==> src/design/csc_pkg.sv <==
package csc_pkg;
  localparam int RES_W = 16;
  localparam int CH_W = 3;
  localparam logic [1:0] LEN_12 = 2'h0;
  localparam logic [1:0] LEN_13 = 2'h1;
  localparam logic [1:0] LEN_14 = 2'h2;
  localparam logic [1:0] LEN_16 = 2'h3;
  localparam logic [1:0] LEN_RESET = LEN_13;
  localparam logic [1:0] RETRY_ALL = 2'h0;
  localparam logic [1:0] RETRY_TWO = 2'h1;
  localparam logic [1:0] RETRY_FOUR = 2'h2;
  localparam logic [2:0] RETRY_CAP_TWO = 3'h2;
  localparam logic [2:0] RETRY_CAP_FOUR = 3'h4;
  localparam logic [1:0] ACC_RESET = 2'h0;
  typedef enum logic [1:0] {CSC_IDLE, CSC_STEP, CSC_NEXT} csc_state_e;
  typedef struct packed {
    logic twowire_monitor_en;
    logic port_write_monitor_en;
    logic serial_bus_monitor_en;
  } csc_mon_s;
  typedef struct packed {
    logic enable;
    logic continuous;
    logic scan_en;
    logic [2:0] chan;
    logic [2:0] scan_end;
    logic [1:0] conv_length_sel;
    logic [1:0] acc_sel;
    logic [1:0] retry_limit_sel;
    logic thr_above;
  } csc_cfg_s;
endpackage

==> src/design/csc_cap_sense.sv <==
`timescale 1ns/100ps
module csc_cap_sense #(
  parameter int ACC_W = 24
) (
  input wire logic i_sys_clk,
  input wire logic i_arst_n,
  input wire csc_pkg::csc_cfg_s i_cfg,
  input wire csc_pkg::csc_mon_s i_mon_en,
  input wire csc_pkg::csc_mon_s i_mon_activity,
  input wire logic i_start,
  input wire logic i_stop,
  input wire logic i_flag_clr,
  input wire logic i_done_irq_enable,
  input wire logic i_thr_irq_enable,
  input wire logic [csc_pkg::RES_W-1:0] i_threshold,
  input wire logic i_compare,
  output logic o_sense_busy_start,
  output logic o_done_flag,
  output logic o_thr_flag,
  output logic o_monitor_event_flag,
  output logic o_irq,
  output logic o_shutdown,
  output logic [csc_pkg::CH_W-1:0] o_chan,
  output logic [csc_pkg::RES_W-1:0] o_trial,
  output logic [ACC_W-1:0] o_result
);
  csc_pkg::csc_state_e state_q;
  csc_pkg::csc_mon_s mon_en_q;
  logic busy_q;
  logic done_q;
  logic thr_q;
  logic pme_q;
  logic [csc_pkg::RES_W-1:0] sar_q;
  logic [4:0] bit_q;
  logic [2:0] retry_q;
  // Seven bits so that a set of 64 conversions can be counted
  logic [6:0] acc_cnt_q;
  logic [ACC_W-1:0] acc_q;
  logic [ACC_W-1:0] result_q;
  logic [csc_pkg::CH_W-1:0] chan_q;

  wire active = i_cfg.enable;
  wire [4:0] low_bit = (i_cfg.conv_length_sel == csc_pkg::LEN_12) ? 5'h4 :
                       (i_cfg.conv_length_sel == csc_pkg::LEN_13) ? 5'h3 :
                       (i_cfg.conv_length_sel == csc_pkg::LEN_14) ? 5'h2 : 5'h0;
  wire [6:0] acc_total = 7'h1 << {i_cfg.acc_sel, 1'b0};
  // Registered enables give monitoring a known off state out of reset
  wire mon_hit = |(mon_en_q & i_mon_activity);
  wire cap_two = (i_cfg.retry_limit_sel == csc_pkg::RETRY_TWO);
  wire cap_four = (i_cfg.retry_limit_sel == csc_pkg::RETRY_FOUR);
  wire retry_ok = (i_cfg.retry_limit_sel == csc_pkg::RETRY_ALL) ||
                  (cap_two && retry_q < csc_pkg::RETRY_CAP_TWO) ||
                  (cap_four && retry_q < csc_pkg::RETRY_CAP_FOUR);
  wire do_retry = (state_q == csc_pkg::CSC_STEP) && mon_hit && retry_ok;
  wire [csc_pkg::RES_W-1:0] bit_mask = csc_pkg::RES_W'(1) << bit_q;
  wire [csc_pkg::RES_W-1:0] trial = sar_q | bit_mask;
  wire [csc_pkg::RES_W-1:0] sar_next = i_compare ? trial : sar_q;
  wire last_bit = (bit_q == low_bit);
  wire conv_end = (state_q == csc_pkg::CSC_STEP) && !do_retry && last_bit;
  wire [ACC_W-1:0] acc_sum = acc_q + ACC_W'(sar_next);
  wire set_last = conv_end && (acc_cnt_q + 7'h1 == acc_total);
  // Plain shift average; the set size is always a power of four
  wire [ACC_W-1:0] avg = acc_sum >> {i_cfg.acc_sel, 1'b0};
  wire crossed = i_cfg.thr_above ? (avg[csc_pkg::RES_W-1:0] > i_threshold)
                                 : (avg[csc_pkg::RES_W-1:0] < i_threshold);
  wire last_chan = !i_cfg.scan_en || chan_q == i_cfg.scan_end;
  wire go_again = i_cfg.continuous || !last_chan;

  always_ff @(posedge i_sys_clk or negedge i_arst_n) begin
    if (!i_arst_n) begin
      mon_en_q <= '0;
    end else begin
      mon_en_q <= i_mon_en;
    end
  end

  always_ff @(posedge i_sys_clk or negedge i_arst_n) begin
    if (!i_arst_n) begin
      state_q <= csc_pkg::CSC_IDLE;
      busy_q <= 1'b0;
      sar_q <= '0;
      bit_q <= '0;
      retry_q <= '0;
      acc_cnt_q <= '0;
      acc_q <= '0;
      result_q <= '0;
      chan_q <= '0;
    end else if (!active || i_stop) begin
      state_q <= csc_pkg::CSC_IDLE;
      busy_q <= 1'b0;
    end else begin
      case (state_q)
        csc_pkg::CSC_IDLE: begin
          // Start while busy is refused: only the idle state looks at it
          if (i_start) begin
            busy_q <= 1'b1;
            chan_q <= i_cfg.chan;
            state_q <= csc_pkg::CSC_NEXT;
            acc_cnt_q <= '0;
            acc_q <= '0;
          end
        end
        csc_pkg::CSC_NEXT: begin
          // Unresolved low bits keep this zero
          sar_q <= '0;
          bit_q <= 5'(csc_pkg::RES_W - 1);
          retry_q <= '0;
          state_q <= csc_pkg::CSC_STEP;
        end
        csc_pkg::CSC_STEP: begin
          if (do_retry) begin
            // Step is held and tried again; the count may wrap when unlimited
            retry_q <= retry_q + 3'h1;
          end else if (!last_bit) begin
            sar_q <= sar_next;
            bit_q <= bit_q - 5'h1;
          end else if (!set_last) begin
            acc_q <= acc_sum;
            acc_cnt_q <= acc_cnt_q + 7'h1;
            state_q <= csc_pkg::CSC_NEXT;
          end else begin
            result_q <= avg;
            acc_q <= '0;
            acc_cnt_q <= '0;
            if (go_again) begin
              state_q <= csc_pkg::CSC_NEXT;
              if (i_cfg.scan_en) begin
                chan_q <= last_chan ? i_cfg.chan : chan_q + 3'h1;
              end
            end else begin
              state_q <= csc_pkg::CSC_IDLE;
              busy_q <= 1'b0;
            end
          end
        end
        default: state_q <= csc_pkg::CSC_IDLE;
      endcase
    end
  end

  // Set beats clear so no event is lost
  always_ff @(posedge i_sys_clk or negedge i_arst_n) begin
    if (!i_arst_n) begin
      done_q <= 1'b0;
      thr_q <= 1'b0;
      pme_q <= 1'b0;
    end else begin
      done_q <= set_last || (done_q && !i_flag_clr);
      thr_q <= (set_last && crossed) || (thr_q && !i_flag_clr);
      pme_q <= do_retry || (pme_q && !i_flag_clr);
    end
  end

  assign o_sense_busy_start = busy_q;
  assign o_done_flag = done_q;
  assign o_thr_flag = thr_q;
  assign o_monitor_event_flag = pme_q;
  assign o_irq = (done_q && i_done_irq_enable) || (thr_q && i_thr_irq_enable);
  assign o_shutdown = !active;
  assign o_chan = chan_q;
  assign o_trial = trial;
  assign o_result = result_q;

  a_done_gate: assert property (@(posedge i_sys_clk) disable iff (!i_arst_n)
    (o_irq && !i_thr_irq_enable) |-> (done_q && i_done_irq_enable))
    else $error("irq without enable");
  a_off_idle: assert property (@(posedge i_sys_clk) disable iff (!i_arst_n)
    !active |=> state_q == csc_pkg::CSC_IDLE && !busy_q)
    else $error("active while disabled");
  a_retry_flag: assert property (@(posedge i_sys_clk) disable iff (!i_arst_n)
    do_retry |=> pme_q)
    else $error("retry not flagged");
  a_flag_sticky: assert property (@(posedge i_sys_clk) disable iff (!i_arst_n)
    (pme_q && !i_flag_clr) |=> pme_q)
    else $error("event flag dropped");
  a_retry_cap: assert property (@(posedge i_sys_clk) disable iff (!i_arst_n)
    (i_cfg.retry_limit_sel == csc_pkg::RETRY_TWO && retry_q >= 3'h2) |-> !do_retry)
    else $error("retry cap exceeded");
  a_retry_four: assert property (@(posedge i_sys_clk) disable iff (!i_arst_n)
    (i_cfg.retry_limit_sel == csc_pkg::RETRY_FOUR && retry_q >= 3'h4) |-> !do_retry)
    else $error("retry cap four exceeded");
  a_low_zero: assert property (@(posedge i_sys_clk) disable iff (!i_arst_n)
    (i_cfg.conv_length_sel == csc_pkg::LEN_12 && acc_total == 7'h1 && set_last)
    |=> result_q[3:0] == 4'h0)
    else $error("low bits not zero");
  a_single_end: assert property (@(posedge i_sys_clk) disable iff (!i_arst_n)
    (set_last && !go_again && active && !i_stop) |=> !busy_q && done_q)
    else $error("busy not cleared");
  a_msb_first: assert property (@(posedge i_sys_clk) disable iff (!i_arst_n)
    (state_q == csc_pkg::CSC_NEXT && active && !i_stop) |=> bit_q == 5'hF)
    else $error("not msb first");
  a_start_busy: assert property (@(posedge i_sys_clk) disable iff (!i_arst_n)
    (state_q == csc_pkg::CSC_IDLE && i_start && active && !i_stop) |=> busy_q)
    else $error("start did not set busy");
  a_cont_repeat: assert property (@(posedge i_sys_clk) disable iff (!i_arst_n)
    (set_last && i_cfg.continuous && active && !i_stop)
    |=> busy_q && state_q == csc_pkg::CSC_NEXT)
    else $error("continuous mode stopped");
  a_done_last: assert property (@(posedge i_sys_clk) disable iff (!i_arst_n)
    (conv_end && !set_last && !done_q) |=> !done_q)
    else $error("done before last conversion");
  a_thr_set: assert property (@(posedge i_sys_clk) disable iff (!i_arst_n)
    (set_last && crossed) |=> thr_q)
    else $error("threshold crossing missed");
  a_retry_hold: assert property (@(posedge i_sys_clk) disable iff (!i_arst_n)
    (do_retry && active && !i_stop) |=> sar_q == $past(sar_q) && bit_q == $past(bit_q))
    else $error("retry moved the step");
  a_scan_step: assert property (@(posedge i_sys_clk) disable iff (!i_arst_n)
    (set_last && i_cfg.scan_en && !last_chan && active && !i_stop)
    |=> chan_q == $past(chan_q) + 3'h1)
    else $error("scan did not advance");
  a_scan_wrap: assert property (@(posedge i_sys_clk) disable iff (!i_arst_n)
    (set_last && i_cfg.scan_en && last_chan && go_again && active && !i_stop)
    |=> chan_q == $past(i_cfg.chan))
    else $error("scan did not wrap");
  a_mon_reset: assert property (@(posedge i_sys_clk) disable iff (!i_arst_n)
    $rose(i_arst_n) |-> mon_en_q == '0)
    else $error("monitor enable not cleared");
endmodule

==> config.mk <==
export PLATFORM = sky130hd
export DESIGN_NAME = csc_cap_sense
export DESIGN_NICKNAME = d
export VERILOG_FILES = /design/src/design/csc_pkg.sv /design/src/design/csc_cap_sense.sv
export SDC_FILE = /design/constraint.sdc
export NUM_CORES = 1
export LEC_CHECK = 0
export BUFFER_PORTS_ARGS = -buffer_cell sky130_fd_sc_hd__buf_2
export CORE_MARGIN = 2
export CORE_UTILIZATION = 60
export DETAILED_ROUTE_END_ITERATION = 10
export PLACE_DENSITY = 0.92
export SLEW_MARGIN = 30
export SYNTH_ARGS = -nofsm -noshare
export SYNTH_HDL_FRONTEND = slang
export SYNTH_SLANG_ARGS = --single-unit
==> constraint.sdc <==
create_clock -name i_sys_clk -period 7.95 [get_ports i_sys_clk]
set_clock_uncertainty 0.2 [all_clocks]
set_input_delay 0.795 -clock i_sys_clk [delete_from_list [all_inputs] [get_ports i_sys_clk]]
set_output_delay 0.795 -clock i_sys_clk [all_outputs]
set_load 0.01 [all_outputs]
==> metrics.md, run 1 <==
| Metric | Value |
|---|---|
| Status | `finished, final reports clean` |
| Commonest non-fill, non-tap cells in the layout | `buf_2 (93), dfrtp_1 (91), nand2_1 (68)` |
| Vias | `6429` |
| XOR/XNOR Fraction of Synth Area | `3.99%` |
| DIE AREA | `0.0122 mm2` |
| Tmin final | `5.43 ns` |
| Placed inst area | `0.00726 mm2` |
| CTS tree | `built` |
| Register Area | `0.00228 mm2` |
| Crit path top cell by count | `ha_1` |
| DRC | `0` |
| Most common cell after layout, fill and taps aside | `buf_2` |
| Leak | `0.00385 uW` |
| Reg-to-reg endpoint | `o_thr_flag` |
| Final ANT Viol Nets | `0` |
| Synth Area in Compound Gates | `28.7%` |
| Clock Sinks | `91` |
| HPWL after DPL | `13300 um` |
| RSZ-0062 raised after global routing | `false` |
| Gr usage total | `29.4%` |
| H-tree Lvls | `3` |
| WP data required | `7.98 ns` |
| Final Max Tran Viols | `0` |
| Finished Cell Area | `0.00757 mm2` |
| Clk pin slew, worst setup/hold paths | `0.06 ns` |
| Grt total ovfl | `0` |
| Syn_nets | `845` |
| Fin nets | `908` |
| WL final | `18100 um` |
| Clock buffer count from CTS | `9` |
| Gp weighted congestion | `0.981` |
| Mux cell area share after synthesis | `5.01%` |
| Async set or reset register ratio after synthesis | `100%` |
| Row cnt | `38` |
| Root Driver | `clkbuf_16` |
| Max VDD drop | `0.111 mV` |
| CP cell instances | `inv_1 -> ha_1 -> a21o_1 -> ha_1 -> fa_1 -> a211oi_2 -> o21ai_4 -> o211ai_2 -> and2_1 -> xnor2_1 -> mux4_2 -> ha_1 -> nand2_1 -> nor3_1 -> nand3_1 -> o41ai_1 -> mux2i_1 -> a22o_1` |
| Hold Vio Cnt, Final | `0` |
| Core region area | `0.0109 mm2` |
| Final Cycle Share | `68.4%` |
| Combinational family with the most area after synthesis | `compound AO/OA/AOI/OAI gates` |
| Die height | `110 um` |
| Critical Path End Type | `flop` |
| Worst r2r src | `bit_q[0]` |
| P&R area growth vs syn | `11.3%` |
| Max-Slew Margin vs Limit | `39.3%` |
| CP max-delay cell | `mux4_2` |
| Sequential area share after synthesis | `33.5%` |
| CP peak stage delay | `0.51 ns` |
| Multi-input gate area | `0.00415 mm2` |
| Vias/cell | `6.70` |
| Antenna violations before repair | `0` |
| Postcts setup bufs | `0` |
| #FFs+latches synth | `91` |
| Max Cap Violations | `0` |
| Diode count | `0` |
| Syn_area_per_cell | `9.04 um2` |
| Post-synth EDFFs | `0` |
| Worst-Skew Late Latency | `0.35 ns` |
| Setup TNS | `0 ns` |
| Die X | `110 um` |
| Layout cell share with drive strength beyond 1 | `19.7%` |
| Starting DRT DRC Count | `858` |
| Cts repair resizes | `0` |
| Post-synth top flop | `dfrtp_1` |
| Slew @ Worst Pin | `0.910 ns` |
| Vias in the first global route | `6134` |
| First-pass GRT wire length | `30000 um` |
| Setup Crit Path Kind | `flop to flop` |
| Mapped Area | `0.00680 mm2` |
| Worst setup SP type | `flop` |
| Pin count of the biggest net entering global routing | `62` |
| # hold bufs at CTS | `0` |
| Filler cells | `828` |
| I/O pin count | `95` |
| CP max FO | `9` |
| Internal reg-to-reg setup slack | `2.52 ns` |
| Worst hold path type | `input port to async pin` |
| Distinct cells, synth | `75` |
| Ys Warns | `0` |
| DR pass1 iterations | `7` |
| FMAX | `184 MHz` |
| DR WL/cell | `18.9 um` |
| Worst R2R Path Depth | `18` |
| Post-synthesis simple-gate area fraction | `14.6%` |
| Endpoints failing setup | `0` |
| Bufs on Longest Clock Path | `2` |
| PortBufs | `94` |
| Worst Path Arrival | `5.46 ns` |
| Adder-cell share of the synthesized area | `8.76%` |
| Initial Util | `62.2%` |
| P per Cell Area | `151 mW/mm2` |
| Post-Syn Instances | `752` |
[where the power goes]
group,switching (uW),internal (uW)
clock,185,261
combinational,117,79.7
sequential,22.3,477
[metal layers]
| metal | up-vias | global-route usage [%] | routed length (um) |
|---|---|---|---|
| li1 | 2932 | - | - |
| met3 | 55 | 6.53 | 1820 |
| met1 | 3061 | 41.8 | 7720 |
| met4 | 0 | 10.3 | 462 |
| met2 | 381 | 44.5 | 8120 |
| met5 | - | 0 | 0 |
[worst max path at each step]
stage,from,endpoint,depth (start not counted)
detailed placement,i_compare,o_thr_flag,18
global route,bit_q[2],o_thr_flag,19
floorplan,i_compare,o_thr_flag,18
finish,bit_q[0],o_thr_flag,18
global placement,i_compare,o_thr_flag,18
CTS,bit_q[0],o_thr_flag,18
[synthesized netlist by cell type (all sizes together), types with 5 or more instances]
library cell / count / area, um2
dfrtp: 91 / 2280
nand2: 68 / 255
a21oi: 58 / 294
ha: 46 / 576
inv: 40 / 150
o21ai: 39 / 210
nor2: 38 / 143
a21o: 37 / 278
clkbuf: 30 / 114
xnor2: 24 / 210
a22o: 19 / 166
nor3: 18 / 90.1
buf: 17 / 106
nand3: 16 / 80.1
o221a: 16 / 180
a31oi: 15 / 93.8
a211oi: 12 / 95.1
mux2: 11 / 128
mux2i: 10 / 100
and2: 9 / 56.3
and3: 9 / 56.3
o211ai: 9 / 72.6
a22oi: 8 / 60.1
nand2b: 8 / 50.1
nand4: 7 / 43.8
xor2: 7 / 61.3
nor2b: 6 / 37.5
o21a: 6 / 45.0
o31ai: 6 / 45.0
mux4: 5 / 113
[stage by stage]
stage	power, uW	std cells	util, %	worst slack, ns	hold slack (ns)
floorplan	635	752	-	3.08	0.256
global placement	693	944	66.4	2.70	0.269
detailed placement	699	944	66.4	2.54	0.271
CTS	1140	959	69.2	2.65	0.191
global route	1190	959	69.2	2.15	0.215
finish	1140	959	69.2	2.52	0.181
[worst max-delay path: cells and delay by family, from the launching register on]
family | cells | cell delay, ns
compound gates | 6 | 1.73
fa+ha+maj | 4 | 1.33
simple gates | 4 | 0.66
mux | 2 | 0.64
flops | 1 | 0.48
buf+inv | 1 | 0.14
xor+xnor | 1 | 0.12
[state kept, by name (all words and copies together) (netlist names), 2 cells and up]
name,count
acc_q,24
state_q,2
o_chan,3
sar_q,16
retry_q,3
o_result,24
mon_en_q,3
bit_q,5
acc_cnt_q,7
[kinds of logic after synthesis]
| family | count (synthesis) |
|---|---|
| compound gates | 269 |
| xor+xnor | 31 |
| fa+ha+maj | 47 |
| buf+inv | 87 |
| flops | 91 |
| mux | 26 |
| simple gates | 201 |
[cell type report]
class | instances | area share [%]
tap | 140 | 2.32
inverter | 40 | 1.98
clock buffer | 12 | 3.39
clock inverter | 3 | 0.612
timing repair buffer | 99 | 6.75
sequential | 91 | 30.1
multi-input combinational | 574 | 54.9
Power figures use the tool's default switching activity.
==> inputs of run 2 (changes only) <==
--- a/config.mk
+++ b/config.mk
@@ -7,9 +7,9 @@
 export LEC_CHECK = 0
 export BUFFER_PORTS_ARGS = -buffer_cell sky130_fd_sc_hd__buf_2
 export CORE_MARGIN = 2
-export CORE_UTILIZATION = 60
+export CORE_UTILIZATION = 59
 export DETAILED_ROUTE_END_ITERATION = 10
-export PLACE_DENSITY = 0.92
+export PLACE_DENSITY = 0.91
 export SLEW_MARGIN = 30
 export SYNTH_ARGS = -nofsm -noshare
 export SYNTH_HDL_FRONTEND = slang
==> constraint.sdc (replaced) <==
create_clock -name i_sys_clk -period 5.3 [get_ports i_sys_clk]
set_clock_uncertainty 0.2 [all_clocks]
set_input_delay 0.53 -clock i_sys_clk [delete_from_list [all_inputs] [get_ports i_sys_clk]]
set_output_delay 0.53 -clock i_sys_clk [all_outputs]
set_load 0.01 [all_outputs]
==> run 2 against run 1 <==
Against the previous run:
- sequential power increased by 50%
- cell area increased by 1.6%
- core utilization decreased by 1.3 points
- combinational power increased by 58%
- final cell count increased by 1.7%
- clock power increased by 36%
- routed wire length increased by 4.6%
- register-to-register slack got worse by 2.2 ns
- total power increased by 46%
- largest power group unchanged
- critical path type unchanged
- first-iteration DRC count decreased by 16%
- sequential share of layout area decreased by 0.44 points
==> metrics.md, run 2 (same netlist as run 1, synthesis figures left out) <==
| Metric | Value |
|---|---|
| Buf/Inv on CP | `1 (unchanged)` |
| Max Cap Violations | `0 (unchanged)` |
| Crit path top cell by count | `ha_1 (unchanged)` |
| Layout cell share with drive strength beyond 1 | `22.0% (was 19.7%)` |
| FMAX | `199 MHz (was 184 MHz)` |
| WP data required | `5.35 ns (was 7.98 ns)` |
| Clk pin slew, worst setup/hold paths | `0.07 ns (was 0.06 ns)` |
| Leak | `0.00391 uW (was 0.00385 uW)` |
| Pwr Total | `1670 uW (was 1140 uW)` |
| CTS tree | `built (unchanged)` |
| P&R area growth vs syn | `13.1% (was 11.3%)` |
| Final ANT Viol Nets | `0 (unchanged)` |
| Row cnt | `39 (was 38)` |
| Antenna violations before repair | `0 (unchanged)` |
| PortBufs | `94 (unchanged)` |
| Hold Vio Cnt, Final | `0 (unchanged)` |
| Gr usage total | `30.5% (was 29.4%)` |
| Vias in the first global route | `6108 (was 6134)` |
| Status | `finished, final reports clean (unchanged)` |
| HPWL after DPL | `13900 um (was 13300 um)` |
| Root Driver | `clkbuf_16 (unchanged)` |
| Endpoints failing setup | `0 (unchanged)` |
| Worst-Skew Late Latency | `0.36 ns (was 0.35 ns)` |
| Finished Cell Area | `0.00769 mm2 (was 0.00757 mm2)` |
| CP max FO | `9 (unchanged)` |
| Gp weighted congestion | `1.04 (was 0.981)` |
| Starting DRT DRC Count | `717 (was 858)` |
| Pin count of the biggest net entering global routing | `57 (was 62)` |
| Setup Crit Path Kind | `flop to flop (unchanged)` |
| Fin nets | `921 (was 908)` |
| I/O pin count | `95 (unchanged)` |
| Grt total ovfl | `0 (unchanged)` |
| Core region area | `0.0113 mm2 (was 0.0109 mm2)` |
| Critical Path End Type | `flop (unchanged)` |
| Slew @ Worst Pin | `0.884 ns (was 0.910 ns)` |
| Worst setup SP type | `flop (unchanged)` |
| P per Cell Area | `217 mW/mm2 (was 151 mW/mm2)` |
| Initial Util | `60.0% (was 62.2%)` |
| Filler cells | `913 (was 828)` |
| Commonest non-fill, non-tap cells in the layout | `buf_2 (93), dfrtp_1 (89), nand2_1 (68) (was buf_2 (93), dfrtp_1 (91), nand2_1 (68))` |
| CP cell instances | `inv_1 -> ha_1 -> a21o_1 -> ha_1 -> a21oi_2 -> o21ai_0 -> a221oi_4 -> nand2_1 -> xor2_2 -> nor2_1 -> nor3_1 -> ha_1 -> a21oi_1 -> nor2b_1 -> o21ai_0 -> a21oi_1 -> o32a_1 -> mux2i_1 -> a22o_1 (was inv_1 -> ha_1 -> a21o_1 -> ha_1 -> fa_1 -> a211oi_2 -> o21ai_4 -> o211ai_2 -> and2_1 -> xnor2_1 -> mux4_2 -> ha_1 -> nand2_1 -> nor3_1 -> nand3_1 -> o41ai_1 -> mux2i_1 -> a22o_1)` |
| Final Cycle Share | `94.8% (was 68.4%)` |
| DR WL/cell | `19.4 um (was 18.9 um)` |
| Clock Sinks | `91 (unchanged)` |
| Placed inst area | `0.00733 mm2 (was 0.00726 mm2)` |
| Vias | `6460 (was 6429)` |
| Max VDD drop | `0.156 mV (was 0.111 mV)` |
| Inst Count DP | `956 (was 944)` |
| Worst Path Arrival | `5.07 ns (was 5.46 ns)` |
| Register Area | `0.00228 mm2 (about the same)` |
| Final Non-Filler Cells | `975 (was 959)` |
| Die height | `111 um (was 110 um)` |
| Worst hold path type | `input port to flop (was input port to async pin)` |
| Max-Slew Margin vs Limit | `41.1% (was 39.3%)` |
| H-tree Lvls | `3 (unchanged)` |
| CP max-delay cell | `a221oi_4 (was mux4_2)` |
| Vias/cell | `6.63 (was 6.70)` |
| Bufs on Longest Clock Path | `2 (unchanged)` |
| Tmin final | `5.03 ns (was 5.43 ns)` |
| WL final | `19000 um (was 18100 um)` |
| Final Core Density | `67.9% (was 69.2%)` |
| First-pass GRT wire length | `30700 um (was 30000 um)` |
| DRC | `0 (unchanged)` |
| Diode count | `0 (unchanged)` |
| DR pass1 iterations | `5 (was 7)` |
| Final Max Tran Viols | `0 (unchanged)` |
| DIE AREA | `0.0124 mm2 (was 0.0122 mm2)` |
| Most common cell after layout, fill and taps aside | `buf_2 (unchanged)` |
| CP peak stage delay | `0.45 ns (was 0.51 ns)` |
| Clock buffer count from CTS | `9 (unchanged)` |
| Die X | `111 um (was 110 um)` |
| Multi-input gate area | `0.00420 mm2 (was 0.00415 mm2)` |
| Top Family by Delay on Critical Path | `compound AO/OA/AOI/OAI gates (unchanged)` |
-- run 2: cell types whose count changed in the layout (fill, tap and decap cells not counted), moves of 2 or more --
cell      change
a211oi_1      -2
buf_4        +12
clkinv_2      +2
dfrtp_1       -2
dfrtp_2       +2
-- run 2: path summary, 6_finish.rpt --
check                        startpoint      endpoint  slack, ns  cells past startpoint
setup / recovery               bit_q[0]    o_thr_flag       0.27                     19
min in group asynchronous      i_arst_n      sar_q[5]       0.47                      2
hold reg to reg            o_result[20]  o_result[20]       0.28                      2
max in group asynchronous      i_arst_n      bit_q[0]       3.31                      3
setup reg to reg               bit_q[0]    o_thr_flag       0.27                     19
hold / removal              i_mon_en[2]   mon_en_q[2]       0.08                      1
-- run 2: stage by stage --
step                      hold WS [ns]  setup slack (ns)  TNS (ns)
after global placement           0.261             0.300         0
after floorplan                 0.0344             0.497         0
after global routing            0.0682           -0.0311   -0.0311
final                           0.0766             0.273         0
after CTS                       0.0687             0.128         0
after detailed placement         0.272             0.183         0
-- run 2: power breakdown --
group | switching, uW | total (uW) | internal [uW]
Clock | 280 | 608 | 328
Sequential | 32.4 | 748 | 715
Combinational | 186 | 312 | 126
-- run 2: what timing repair did --
action                                 in CTS  in global routing
setup endpoints to repair                   0                  1
gates resized for setup                     0                 11
buffers inserted                            0                  3
endpoints found under the hold margin      35                  0
hold buffers                                1                  0
-- run 2: area by class of cell --
class	instances	area share, %
clock buffers	11	3.16
clock inverters	4	0.342
inverters	40	1.95
multi-input cells	574	54.6
flip-flops and latches	91	29.7
well taps	143	2.33
repair buffers	112	7.94
-- run 2: per-layer routing --
| metal | GRT usage, % | up-vias | wire length (um) |
|---|---|---|---|
| met5 | 0 | - | 0 |
| li1 | - | 2951 | - |
| met4 | 13.5 | 0 | 626 |
| met1 | 41.9 | 3111 | 8270 |
| met3 | 4.74 | 54 | 1420 |
| met2 | 48.3 | 344 | 8640 |
==> inputs of run 3 (changes only) <==
--- a/config.mk
+++ b/config.mk
@@ -9,6 +9,7 @@
 export CORE_MARGIN = 2
 export CORE_UTILIZATION = 59
 export DETAILED_ROUTE_END_ITERATION = 10
+export MAX_ROUTING_LAYER = met4
 export PLACE_DENSITY = 0.91
 export SLEW_MARGIN = 30
 export SYNTH_ARGS = -nofsm -noshare
==> run 3 against run 2 <==
Against the previous run:
- routed wire length grew 0.60%
- sequential cell count unchanged
- sequential share of layout area increased by 0.10 points
- largest power group unchanged
- maximum frequency fell by 1.3%
- die area did not move
- critical endpoint unchanged
- hold slack better by 0.00076 ns
- via count down 0.98%
==> metrics.md, run 3 (same netlist as run 1, synthesis figures left out) <==
| Metric | Value |
|---|---|
| Status | `finished, final reports clean (unchanged)` |
| First-pass GRT wire length | `30600 um (was 30700 um)` |
| Root Driver | `clkbuf_16 (unchanged)` |
| Crit path top cell by count | `ha_1 (unchanged)` |
| P per Cell Area | `216 mW/mm2 (was 217 mW/mm2)` |
| HPWL after DPL | `14100 um (was 13900 um)` |
| Grt met2 use | `48.6% (was 48.3%)` |
| Top Family by Delay on Critical Path | `compound AO/OA/AOI/OAI gates (unchanged)` |
| Hold Vio Cnt, Final | `0 (unchanged)` |
| Critical Path End Type | `flop (unchanged)` |
| Layout cell share with drive strength beyond 1 | `21.2% (was 22.0%)` |
| PortBufs | `94 (unchanged)` |
| DR WL/cell | `19.7 um (was 19.4 um)` |
| Clk pin slew, worst setup/hold paths | `0.06 ns (was 0.07 ns)` |
| Worst-Skew Late Latency | `0.36 ns (about the same)` |
| FMAX | `196 MHz (was 199 MHz)` |
| DIE AREA | `0.0124 mm2 (unchanged)` |
| Setup TNS | `0 ns (unchanged)` |
| Initial Util | `60.0% (unchanged)` |
| H-tree Lvls | `3 (unchanged)` |
| Gr usage total | `31.6% (was 30.5%)` |
| Antenna violations before repair | `0 (unchanged)` |
| Final Max Tran Viols | `0 (unchanged)` |
| Pre-CTS WS | `0.241 ns (was 0.183 ns)` |
| Vias in the first global route | `6069 (was 6108)` |
| Grt total ovfl | `0 (unchanged)` |
| Max VDD drop | `0.179 mV (was 0.156 mV)` |
| Global Route met1 Usage | `42.4% (was 41.9%)` |
| Worst Path Arrival | `5.14 ns (was 5.07 ns)` |
| CP max FO | `10 (was 9)` |
| Core region area | `0.0113 mm2 (unchanged)` |
| Die height | `111 um (unchanged)` |
| Hold WS | `0.0773 ns (was 0.0766 ns)` |
| Most common cell after layout, fill and taps aside | `buf_2 (unchanged)` |
| Slew @ Worst Pin | `0.900 ns (was 0.884 ns)` |
| Pwr Total | `1650 uW (was 1670 uW)` |
| Vias/cell | `6.60 (was 6.63)` |
| Worst hold path type | `input port to flop (unchanged)` |
| Worst setup SP type | `flop (unchanged)` |
| Tmin final | `5.09 ns (was 5.03 ns)` |
| DRC | `0 (unchanged)` |
| Fin nets | `917 (was 921)` |
| DR pass1 iterations | `9 (was 5)` |
| Setup Crit Path Kind | `flop to flop (unchanged)` |
| Bufs on Longest Clock Path | `2 (unchanged)` |
| CP cell instances | `inv_1 -> ha_1 -> a21o_1 -> o21a_1 -> ha_1 -> a21oi_1 -> o22ai_1 -> buf_4 -> a221oi_1 -> nand3_1 -> nor3_1 -> nor2_1 -> ha_1 -> nand2_1 -> nor3_1 -> nand3_1 -> o41ai_1 -> mux2i_1 -> a22o_1 (was inv_1 -> ha_1 -> a21o_1 -> ha_1 -> a21oi_2 -> o21ai_0 -> a221oi_4 -> nand2_1 -> xor2_2 -> nor2_1 -> nor3_1 -> ha_1 -> a21oi_1 -> nor2b_1 -> o21ai_0 -> a21oi_1 -> o32a_1 -> mux2i_1 -> a22o_1)` |
| Commonest non-fill, non-tap cells in the layout | `buf_2 (93), dfrtp_1 (91), nand2_1 (68) (was buf_2 (93), dfrtp_1 (89), nand2_1 (68))` |
| WP data required | `5.35 ns (about the same)` |
| Pin count of the biggest net entering global routing | `74 (was 57)` |
| Final ANT Viol Nets | `0 (unchanged)` |
| Hold Crit Start | `i_mon_en[2] (unchanged)` |
| CP max-delay cell | `dfrtp_1 (was a221oi_4)` |
| Buf/Inv on CP | `2 (was 1)` |
| I/O pin count | `95 (unchanged)` |
| Final critical-path setup slack | `0.207 ns (was 0.273 ns)` |
| Max Cap Violations | `0 (unchanged)` |
| Leak | `0.00389 uW (was 0.00391 uW)` |
| Final Cycle Share | `96.1% (was 94.8%)` |
| Register Area | `0.00228 mm2 (about the same)` |
| Endpoints failing setup | `0 (unchanged)` |
| Multi-input gate area | `0.00421 mm2 (was 0.00420 mm2)` |
| Die X | `111 um (unchanged)` |
| Vias | `6397 (was 6460)` |
| P&R area growth vs syn | `12.6% (was 13.1%)` |
| Clock Sinks | `91 (unchanged)` |
| Starting DRT DRC Count | `702 (was 717)` |
| GR met3 Demand/Resource | `4.25% (was 4.74%)` |
| CTS tree | `built (unchanged)` |
| CP peak stage delay | `0.45 ns (about the same)` |
| Row cnt | `39 (unchanged)` |
| Diode count | `0 (unchanged)` |
| Filler cells | `927 (was 913)` |
| Gp weighted congestion | `0.990 (was 1.04)` |
| WL final | `19100 um (was 19000 um)` |
| CP startpoint | `bit_q[0] (unchanged)` |
| Max-Slew Margin vs Limit | `40.0% (was 41.1%)` |
| Worst r2r src | `bit_q[0] (unchanged)` |
| Clock buffer count from CTS | `9 (unchanged)` |
| Busiest grt layer | `met2 (unchanged)` |
[run 3: worst paths after layout]
kind | cells after the start | slack [ns] | end
worst max-delay path | 19 | 0.21 | o_thr_flag
min in group asynchronous | 2 | 0.39 | sar_q[7]
worst min register to register | 2 | 0.28 | o_result[21]
worst min-delay path | 1 | 0.08 | mon_en_q[2]
max in group asynchronous | 3 | 3.58 | o_chan[1]
worst max register to register | 19 | 0.21 | o_thr_flag
[run 3: worst register-to-register path: stages, from the launching register on]
cell,delay (ns)
dfrtp_1,0.45
inv_1,0.16
ha_1,0.36
a21o_1,0.21
o21a_1,0.21
ha_1,0.35
a21oi_1,0.29
o22ai_1,0.17
buf_4,0.20
a221oi_1,0.33
nand3_1,0.19
nor3_1,0.37
nor2_1,0.12
ha_1,0.31
nand2_1,0.07
nor3_1,0.17
nand3_1,0.12
o41ai_1,0.38
mux2i_1,0.13
a22o_1,0.21
[run 3: layout make-up]
class,instances,area share (%)
Tap cell,143,2.34
Clock inverter,2,0.180
Clock buffer,11,3.17
Inverter,40,1.96
Multi-Input combinational cell,574,55.0
Timing Repair Buffer,108,7.64
Sequential cell,91,29.8
[run 3: what timing repair did]
item                                    4_1_cts  5_1_grt
hold buffers                                  1        0
resized for setup                             0       10
hold endpoints to repair                     18        0
endpoints found under the setup margin        0        1
setup buffers                                 0        1
[run 3: metrics by stage]
stage               utilization, %  instances  instance area (um2)
CTS                           67.0        968                 7590
floorplan                        -        752                 6800
global placement              64.7        954                 7320
detailed placement            64.7        954                 7320
global route                  67.6        969                 7650
finish                        67.6        969                 7650
[run 3: report_power, final]
group / internal, uW / total [uW] / switching [uW]
logic: 125 / 307 / 182
registers: 715 / 748 / 32.1
clock network: 324 / 598 / 274
[run 3: per-layer routing]
| layer | vias to the layer above | wire length (um) | share of wire (%) |
|---|---|---|---|
| li1 | 2946 | - | - |
| met1 | 3049 | 8020 | 42 |
| met2 | 332 | 8820 | 46 |
| met3 | 70 | 1490 | 7.8 |
| met4 | 0 | 737 | 3.9 |
| met5 | - | 0 | 0 |
